`src/hdl/ssr_pkg.sv`:
```
// Shared constants and types for the status and service-request block.
package ssr_pkg;

  // Condition report bit positions.
  localparam int SAMPLE_BIT   = 0;
  localparam int CONTROL_BIT  = 1;
  localparam int LIMIT_BIT    = 2;
  localparam int CHANNEL_BIT  = 3;
  localparam int SUMMARY_BIT  = 4;
  localparam int OVERLOAD_BIT = 5;
  localparam int MASTER_BIT   = 6;

  // Upper mask digit weights.
  localparam logic [3:0] UPPER_OVERLOAD_WEIGHT = 4'h2;
  localparam logic [3:0] UPPER_MASTER_WEIGHT   = 4'h4;

  // Reset and power-up defaults.
  localparam logic [7:0]  MASK_DEFAULT  = 8'h00;
  localparam logic [15:0] LIMIT_DEFAULT = 16'h0000;
  localparam logic [7:0]  REPORT_RESET  = 8'h00;

  // Characters of the mask query answer.
  localparam logic [7:0] CHAR_COMMA = 8'h2c;
  localparam logic [7:0] CHAR_CR    = 8'h0d;
  localparam logic [7:0] CHAR_LF    = 8'h0a;
  localparam logic [7:0] CHAR_ZERO  = 8'h30;
  localparam logic [7:0] CHAR_DOT   = 8'h2e;
  localparam logic [7:0] CHAR_A     = 8'h41;
  localparam logic [3:0] QUERY_LAST = 4'h8;

  // Controller register map, byte addresses.
  localparam logic [7:0] REG_CTRL   = 8'h00;
  localparam logic [7:0] REG_MASK   = 8'h04;
  localparam logic [7:0] REG_STATUS = 8'h08;
  localparam logic [7:0] REG_QUERY  = 8'h0c;

  // Control register bits.
  localparam int CTRL_POLL  = 0;
  localparam int CTRL_SET   = 1;
  localparam int CTRL_QUERY = 2;

  // Mask query sender states.
  typedef enum logic [1:0] {
    QRY_IDLE = 2'b00,
    QRY_SEND = 2'b01
  } ssr_query_type;

endpackage : ssr_pkg

```
`src/hdl/ssr_link_if.sv`:
```
// Link between the instrument end and the bus controller end.
`timescale 1ns/1ps
interface ssr_link_if;
  logic        srqOut;
  logic        srqOe;
  logic        pollReq;
  logic        pollAck;
  logic [7:0]  pollByte;
  logic        maskSet;
  logic [7:0]  maskValue;
  logic [15:0] limitValue;
  logic        limitGiven;
  logic        queryReq;
  logic        queryValid;
  logic [7:0]  queryChar;
  // Open-drain service-request wire, low while any driver pulls.
  wire srqLine = ~(srqOe & ~srqOut);

  modport instrument (output srqOut, output srqOe, input pollReq, output pollAck,
                      output pollByte, input maskSet, input maskValue, input limitValue,
                      input limitGiven, input queryReq, output queryValid, output queryChar);
  modport controller (input srqLine, output pollReq, input pollAck, input pollByte,
                      output maskSet, output maskValue, output limitValue,
                      output limitGiven, output queryReq, input queryValid,
                      input queryChar);
endinterface : ssr_link_if

```
`src/hdl/ssr_instrument.sv`:
```
// Instrument end: condition report byte, enable mask and service request.
//
// Functional notes
// - Keep one status byte, six report bits.
// - Enabled set report bit pulls request low.
// - Serial poll clears the latched report bits.
// - Mask bit one enables its report.
// - Mask bit six gates every request.
// - Poll answered even with request gated.
// - Live bits follow instrument state directly.
// - Limit report latches until serial poll.
// - Bit zero: sample reading ready.
// - Bit one: control reading ready.
// - Bit two: reading enters limit band.
// - Bit three: sample channel changed.
// - Bit five: overload on displayed channel.
// - Upper digit: 2 overload, 4 master.
// - Lower digit: 1 sample, 2 control, 4 limit.
// - Missing limit value defaults to zero.
// - Power-up restores saved settings per switch.
// - Query returns mask, comma, band, terminators.
// - Limit report meaningful only in kelvin.
`timescale 1ns/1ps
module ssr_instrument (
  // Clock and reset
  input  wire logic        mclk,
  input  wire logic        reset_n,
  // Link to the bus controller
  ssr_link_if.instrument   link,
  // Live instrument conditions
  input  wire logic        sampleReady,
  input  wire logic        controlReady,
  input  wire logic        inLimitBand,
  input  wire logic        channelChange,
  input  wire logic        overload,
  input  wire logic        eventSummary,
  // Power-up save settings
  input  wire logic        restoreSwitch,
  input  wire logic        powerUpLoad,
  input  wire logic [7:0]  savedMask,
  input  wire logic [15:0] savedLimit,
  // Current settings for the save store
  output logic [7:0]       maskOut,
  output logic [15:0]      limitOut
);

  // Settings, also mirrored to the save store.
  logic [7:0]  reportEnableMask_reg;
  logic [15:0] controlLimitBand_reg;
  // Latched reports and the assembled report byte.
  logic        limitLatch_reg;
  logic        channelLatch_reg;
  logic [7:0]  conditionReport;
  // Request and serial poll answer.
  logic        srqPull_reg;
  logic        pollAck_reg;
  logic [7:0]  pollByte_reg;
  // Mask query sender.
  logic        queryValid_reg;
  logic [7:0]  queryChar_reg;
  logic [3:0]  queryIndex_reg;
  ssr_pkg::ssr_query_type queryState_reg;

  // Turns a nibble into one printable hex character.
  // Band digits are BCD, so only the decimal half is ever used for them.
  function automatic logic [7:0] hexChar(input logic [3:0] nib);
    hexChar = (nib < 4'ha) ? ssr_pkg::CHAR_ZERO + {4'h0, nib}
                           : ssr_pkg::CHAR_A + {4'h0, nib - 4'ha};
  endfunction : hexChar

  ////////////////////////////////////////////////////////////////////////////
  // Mask and limit band: power-up load, then the set command.
  // The load wins over a set command in the same cycle; the two never meet in
  // normal use, since the load comes once, right after power-on.
  always_ff @(posedge mclk or negedge reset_n) begin
    if (!reset_n) begin
      reportEnableMask_reg <= ssr_pkg::MASK_DEFAULT;
      controlLimitBand_reg <= ssr_pkg::LIMIT_DEFAULT;
    end else if (powerUpLoad) begin
      reportEnableMask_reg <= restoreSwitch ? savedMask : ssr_pkg::MASK_DEFAULT;
      controlLimitBand_reg <= restoreSwitch ? savedLimit : ssr_pkg::LIMIT_DEFAULT;
    end else if (link.maskSet) begin
      reportEnableMask_reg <= link.maskValue;
      // A band is only meaningful with the limit report enabled.
      // Without the given flag the band falls back to zero, as for a missing value.
      controlLimitBand_reg <= link.limitGiven ? link.limitValue : ssr_pkg::LIMIT_DEFAULT;
    end
  end

  ////////////////////////////////////////////////////////////////////////////
  // Latched reports; a new event in the poll cycle wins over the clear.
  // Latching keeps a short event visible until the controller has polled; a
  // level that is still present simply sets the bit again after the clear.
  always_ff @(posedge mclk or negedge reset_n) begin
    if (!reset_n) begin
      limitLatch_reg   <= 1'b0;
      channelLatch_reg <= 1'b0;
    end else begin
      limitLatch_reg   <= inLimitBand | (limitLatch_reg & ~link.pollReq);
      channelLatch_reg <= channelChange | (channelLatch_reg & ~link.pollReq);
    end
  end

  // Report byte: live bits track state; bit 4 carries the event summary.
  // Bits 6 and 7 stay zero here: bit 6 of the poll byte is the request flag.
  // Kept combinational so that a poll always sees the current levels.
  always_comb begin
    conditionReport                       = ssr_pkg::REPORT_RESET;
    conditionReport[ssr_pkg::SAMPLE_BIT]   = sampleReady;
    conditionReport[ssr_pkg::CONTROL_BIT]  = controlReady;
    conditionReport[ssr_pkg::LIMIT_BIT]    = limitLatch_reg;
    conditionReport[ssr_pkg::CHANNEL_BIT]  = channelLatch_reg;
    conditionReport[ssr_pkg::SUMMARY_BIT]  = eventSummary;
    conditionReport[ssr_pkg::OVERLOAD_BIT] = overload;
  end

  ////////////////////////////////////////////////////////////////////////////
  // Service request: master gate and enabled report bits 0 to 5.
  // The request is registered so the line never glitches while the mask and
  // the reports settle; the cost is one cycle of extra latency.
  // It falls again by itself once every enabled bit is low; a poll clears only the latched limit and channel bits.
  always_ff @(posedge mclk or negedge reset_n) begin
    if (!reset_n) begin
      srqPull_reg <= 1'b0;
    end else begin
      srqPull_reg <= reportEnableMask_reg[ssr_pkg::MASTER_BIT]
                   & (|(conditionReport[5:0] & reportEnableMask_reg[5:0]));
    end
  end

  ////////////////////////////////////////////////////////////////////////////
  // Serial poll answer: byte taken before the clear, answered regardless of gate.
  // Capturing the pre-clear report means a poll never loses an event that
  // was latched up to that very edge.
  always_ff @(posedge mclk or negedge reset_n) begin
    if (!reset_n) begin
      pollAck_reg  <= 1'b0;
      pollByte_reg <= ssr_pkg::REPORT_RESET;
    end else begin
      pollAck_reg <= link.pollReq;
      if (link.pollReq) begin
        pollByte_reg <= {1'b0, srqPull_reg, conditionReport[5:0]};
      end
    end
  end

  ////////////////////////////////////////////////////////////////////////////
  // Mask query: two hex mask characters, comma, four band digits, CR LF.
  // The index doubles as the character selector; the frame is nine characters
  // long and a request that arrives during a frame is ignored, save one while the line feed is shown, which starts a new frame.
  always_ff @(posedge mclk or negedge reset_n) begin
    if (!reset_n) begin
      queryState_reg <= ssr_pkg::QRY_IDLE;
      queryIndex_reg <= 4'h0;
      queryValid_reg <= 1'b0;
      queryChar_reg  <= 8'h00;
    end else begin
      unique case (queryState_reg)
        ssr_pkg::QRY_IDLE: begin
          // Valid drops the cycle after the line feed was shown.
          queryValid_reg <= 1'b0;
          queryIndex_reg <= 4'h0;
          if (link.queryReq) begin
            queryState_reg <= ssr_pkg::QRY_SEND;
          end
        end
        ssr_pkg::QRY_SEND: begin
          queryValid_reg <= 1'b1;
          unique case (queryIndex_reg)
            4'h0: queryChar_reg <= hexChar(reportEnableMask_reg[7:4]);
            4'h1: queryChar_reg <= hexChar(reportEnableMask_reg[3:0]);
            4'h2: queryChar_reg <= ssr_pkg::CHAR_COMMA;
            4'h3: queryChar_reg <= hexChar(controlLimitBand_reg[15:12]);
            4'h4: queryChar_reg <= hexChar(controlLimitBand_reg[11:8]);
            4'h5: queryChar_reg <= hexChar(controlLimitBand_reg[7:4]);
            4'h6: queryChar_reg <= hexChar(controlLimitBand_reg[3:0]);
            4'h7: queryChar_reg <= ssr_pkg::CHAR_CR;
            default: queryChar_reg <= ssr_pkg::CHAR_LF;
          endcase
          if (queryIndex_reg == ssr_pkg::QUERY_LAST) begin
            queryState_reg <= ssr_pkg::QRY_IDLE;
          end
          // The index is reset to zero in idle, so it never needs to wrap.
          queryIndex_reg <= queryIndex_reg + 4'h1;
        end
        // Illegal state codes fall back to idle with the answer withdrawn.
        default: begin
          queryState_reg <= ssr_pkg::QRY_IDLE;
          queryValid_reg <= 1'b0;
        end
      endcase
    end
  end

  ////////////////////////////////////////////////////////////////////////////
  // Link outputs: open-drain request drives low only when pulling.
  // The wire is never driven high, so other devices may share it.
  assign link.srqOut     = 1'b0;
  assign link.srqOe      = srqPull_reg;
  assign link.pollAck    = pollAck_reg;
  assign link.pollByte   = pollByte_reg;
  assign link.queryValid = queryValid_reg;
  assign link.queryChar  = queryChar_reg;
  // The save store keeps these across power cycles while the switch is on.
  assign maskOut         = reportEnableMask_reg;
  assign limitOut        = controlLimitBand_reg;

endmodule : ssr_instrument

```
`src/flat_wrapper.sv`:
```
// flat-port wrapper written by rule: the top's interface ports become plain ports
module ssr_instrument_flat 
  (mclk, reset_n, sampleReady, controlReady, inLimitBand, channelChange, overload, eventSummary, restoreSwitch, powerUpLoad, savedMask, savedLimit, maskOut, limitOut, link_srqOut, link_srqOe, link_pollReq, link_pollAck, link_pollByte, link_maskSet, link_maskValue, link_limitValue, link_limitGiven, link_queryReq, link_queryValid, link_queryChar);
  ssr_link_if link_i ();
  input  wire logic mclk;
  input  wire logic reset_n;
  input  wire logic sampleReady;
  input  wire logic controlReady;
  input  wire logic inLimitBand;
  input  wire logic channelChange;
  input  wire logic overload;
  input  wire logic eventSummary;
  input  wire logic restoreSwitch;
  input  wire logic powerUpLoad;
  input  wire logic [7:0] savedMask;
  input  wire logic [15:0] savedLimit;
  output logic [7:0] maskOut;
  output logic [15:0] limitOut;
  output wire logic [$bits(link_i.srqOut)-1:0] link_srqOut;
  output wire logic [$bits(link_i.srqOe)-1:0] link_srqOe;
  input wire logic [$bits(link_i.pollReq)-1:0] link_pollReq;
  output wire logic [$bits(link_i.pollAck)-1:0] link_pollAck;
  output wire logic [$bits(link_i.pollByte)-1:0] link_pollByte;
  input wire logic [$bits(link_i.maskSet)-1:0] link_maskSet;
  input wire logic [$bits(link_i.maskValue)-1:0] link_maskValue;
  input wire logic [$bits(link_i.limitValue)-1:0] link_limitValue;
  input wire logic [$bits(link_i.limitGiven)-1:0] link_limitGiven;
  input wire logic [$bits(link_i.queryReq)-1:0] link_queryReq;
  output wire logic [$bits(link_i.queryValid)-1:0] link_queryValid;
  output wire logic [$bits(link_i.queryChar)-1:0] link_queryChar;
  assign link_srqOut = link_i.srqOut;
  assign link_srqOe = link_i.srqOe;
  assign link_i.pollReq = link_pollReq;
  assign link_pollAck = link_i.pollAck;
  assign link_pollByte = link_i.pollByte;
  assign link_i.maskSet = link_maskSet;
  assign link_i.maskValue = link_maskValue;
  assign link_i.limitValue = link_limitValue;
  assign link_i.limitGiven = link_limitGiven;
  assign link_i.queryReq = link_queryReq;
  assign link_queryValid = link_i.queryValid;
  assign link_queryChar = link_i.queryChar;
  ssr_instrument u_core (.mclk(mclk), .reset_n(reset_n), .link(link_i), .sampleReady(sampleReady), .controlReady(controlReady), .inLimitBand(inLimitBand), .channelChange(channelChange), .overload(overload), .eventSummary(eventSummary), .restoreSwitch(restoreSwitch), .powerUpLoad(powerUpLoad), .savedMask(savedMask), .savedLimit(savedLimit), .maskOut(maskOut), .limitOut(limitOut));
endmodule
```
`config.mk`:
```
export PLATFORM = sky130hd
export DESIGN_NAME = ssr_instrument_flat
export DESIGN_NICKNAME = d
export VERILOG_FILES = /design/src/hdl/ssr_pkg.sv /design/src/hdl/ssr_link_if.sv /design/src/hdl/ssr_instrument.sv /design/src/flat_wrapper.sv
export SDC_FILE = /design/constraint.sdc
export NUM_CORES = 1
export LEC_CHECK = 0
export BUFFER_PORTS_ARGS = -buffer_cell sky130_fd_sc_hd__buf_2
export CORE_UTILIZATION = 45
export CTS_CLUSTER_DIAMETER = 100
export DETAILED_ROUTE_END_ITERATION = 10
export HOLD_SLACK_MARGIN = 0.06
export PLACE_DENSITY_LB_ADDON = 0.2
export RECOVER_POWER = 25
export SYNTH_ARGS = -nofsm -noshare
export SYNTH_HDL_FRONTEND = slang
export SYNTH_SLANG_ARGS = --single-unit
```
`constraint.sdc`:
```
create_clock -name mclk -period 4 [get_ports mclk]
set_input_delay 0.2 -clock mclk [delete_from_list [all_inputs] [get_ports mclk]]
set_output_delay 0.2 -clock mclk [all_outputs]
set_load 0.05 [all_outputs]
```
==> key figures <==
Outcome
  – Run status: finished, final reports clean

Synthesis
  – Synth warn: 0
  – Ys flop type: dfrtp_1
  – Most frequent cell after synthesis: dfrtp_1
  – #FFs+latches synth: between 40 and 50
  – Cells after Synth: 330
  – FFs w/ async S/R, synth: 100%
  – Sequential fraction of the synthesis area: between 30% and 40%
  – Biggest area consumer among synthesized cells: dfrtp_1
  – Mapped Avg Cell Area: ~9.5 µm²
  – Number of flops mapped to enable cells by yosys: 0
  – Synth unique cells: 55
  – Area contributors post-synth: dfrtp_1, ha_1, xnor2_1, o21ai_0, nand2_1
  – Yosys top cell area share: between 30% and 40%
  – Post-synth top cells: dfrtp_1, nand2_1, ha_1, inv_1, o21ai_0
  – Synth Cell Area: between 3000 and 4000 µm²

GRT
  – Number of global-route vias before repair: approximately 2,800
  – Largest net degree at the start of global routing: roughly 50
  – Routing usage on met1: about a third
  – Global routing usage on met3: 3.37%
  – Initial antenna violation count: 0
  – Grt ovf: 0
  – Met2 usage: 41.2%
  – Layer carrying the most global-route usage: met2
  – Gr usage total: roughly 25%
  – First-pass GRT wire length: between 10,000 and 15,000 µm

Clock network
  – Root buffer cell: clkbuf_8
  – # resized after CTS: 0
  – Hold buffers post-CTS: 1
  – TritonCTS clock tree: built
  – Worst skew pair latency: 0.30 ns
  – H-Tree Level Count: 2
  – Clk sinks: 48
  – Clock-pin slew on the worst setup and hold paths: 0.10 ns
  – Cts bufs inserted: 5
  – Post-CTS Setup Bufs: 0
  – Maximum clock insertion buffer count: 2

Floorplanning
  – Die Width: about 86 µm
  – Initial Util: a little under half
  – Die Area: around 7300 µm²
  – IO Count: 106
  – Core Footprint: approximately 6800 µm²
  – DIE HEIGHT: between 80 and 90 µm
  – # rows: 30

Setup path
  – CP Cell Sequence: inv_1, ha_1, or4_1, nand3b_1, a31oi_1, o211ai_1, o32a_1
  – Crit path max fanout: 8
  – Crit path launch type: flop
  – Data required, critical path: ~4.2 ns
  – Critical path arrival: between 2 and 2.5 ns
  – CP endpoint kind: flop
  – CP max-delay cell: dfrtp_1
  – WS Path Type: flop to flop
  – CP max stage delay: ~0.44 ns

STA
  – Worst rel slew slack: approximately a third
  – Unrepaired setup endpoints after global routing: false
  – Clock Skew: 0.00626 ns
  – Worst slew pin tran: 1.03 ns
  – Final period util: 55.3%
  – Setup-failing EPs final: 0
  – Min Tclk post-route: between 2 and 2.5 ns
  – Final TNS setup: 0 ns
  – Fmax: between 400 and 500 MHz
  – Setup slack after layout: 1.79 ns
  – Max-slew violation count: 0
  – Final Hold Viols: 0

Placed design
  – GP Congestion: about 0.93
  – Post-DP HPWL: approximately 6700 µm
  – Pre-CTS WS: 1.84 ns
  – Port bufs: between 100 and 150

Finish
  – Layout cell share with drive strength beyond 1: between 20% and 30%
  – Max reg flops: 16
  – Diode count: 0
  – Nets: approximately 510
  – Layout overhead on the synthesized area: 20.6%
  – Filler instances: between 600 and 700

Routing
  – Via/cell ratio: approximately 5.5
  – TritonRoute pass-1 iters: 5
  – Drt initial violations: between 150 and 200
  – Routed Antenna Nets: 0
  – Drt total wl: around 8600 µm
  – Via count: ~2,900
  – Post-route DRC: 0
  – Wire per inst: approximately 16 µm

Job
  – Max-Cap Viols: 0

Hold path
  – Worst min path class: primary input to flop

Pwr
  – Peak VDD IR: 0.000223 V
  – Lkg Pwr: 1.80 nW
  – Pwr Density: approximately 520 nW/µm²
[cells in the final DEF (no fill, tap or decap), types with 3 or more instances in the layout]
cell	netlist	final
buf_2	0	101
dfrtp_1	48	48
nand2_1	26	26
inv_1	22	22
o21ai_0	22	22
ha_1	22	22
a21oi_1	18	18
xnor2_1	13	13
a22oi_1	12	12
nor2_1	13	12
a221oi_1	10	10
xor2_1	9	9
mux2i_1	9	9
mux2_2	7	7
o22ai_1	6	6
clkbuf_8	1	6
nand4b_1	5	5
nor3_1	5	5
and2_1	4	4
nor2b_1	4	4
nand3b_1	4	4
a32oi_1	4	4
o211ai_1	4	4
a31oi_1	3	3
nand3_1	3	3
nand4_1	3	3
and3_1	3	3
conb_1	1	3
[critical path, delay by kind of cell, from the launching register on]
| family | cells | cell delay, ns |
|---|---|---|
| compound gates | 3 | 0.76 |
| fa+ha+maj | 1 | 0.35 |
| buf+inv | 1 | 0.10 |
| flops | 1 | 0.44 |
| simple gates | 2 | 0.45 |
[final cells by class]
| cell class | count | area, µm² | share of cell area [%] |
|---|---|---|---|
| sequential | 48 | 1200 | 31.6 |
| clock inverter | 2 | 13.8 | 0.362 |
| tap | 96 | 120 | 3.16 |
| multi-input combinational | 243 | 1760 | 46.4 |
| inverter | 22 | 82.6 | 2.17 |
| timing repair buffer | 105 | 537 | 14.1 |
| clock buffer | 6 | 82.6 | 2.17 |
[per-stage QoR]
step                util (%)  power [mW]  instance area [µm²]  cells  hold WS, ns
CTS                     55.8        1.99                 3790    521       0.0614
floorplan                  -        1.44                 3160    332      -0.0956
detailed placement      54.2        1.68                 3680    512        0.339
finish                  55.9        1.99                 3800    522       0.0652
global placement        54.2        1.67                 3680    512        0.330
global route            55.9        2.11                 3800    522       0.0614
[report_power, final]
group	total [mW]	switching [mW]	internal, mW
sequential	0.711	0.136	0.574
clock	0.317	0.176	0.142
combinational	0.960	0.610	0.350
[layer usage]
metal | share of wire (%) | wire (µm)
met5 | 0 | 0
met4 | 1.4 | 121
met3 | 4.6 | 398
met2 | 47 | 4050
met1 | 47 | 4010
[cell families after synthesis]
logic type      count (synthesis)  synth area share [%]
compound gates                 96                  20.5
xor+xnor                       22                  6.12
simple gates                   84                  14.7
fa+ha+maj                      22                  8.74
mux                            16                  5.36
other cells                     1                 0.119
flops                          48                  38.1
buf+inv                        41                  6.28
[final timing paths]
path	startpoint	to	slack (ns)	cells past startpoint
setup / recovery	u_core.queryIndex_reg[0]	u_core.link.queryChar[1]	1.79	7
hold / removal	inLimitBand	u_core.limitLatch_reg	0.07	2
setup reg to reg	u_core.queryIndex_reg[0]	u_core.link.queryChar[1]	1.79	7
hold reg to reg	u_core.link.pollByte[0]	u_core.link.pollByte[0]	0.51	1
max in group asynchronous	reset_n	u_core.limitOut[15]	3.05	3
min in group asynchronous	reset_n	u_core.link.pollByte[3]	0.53	3
No activity file was read; power rests on OpenSTA's default activity.
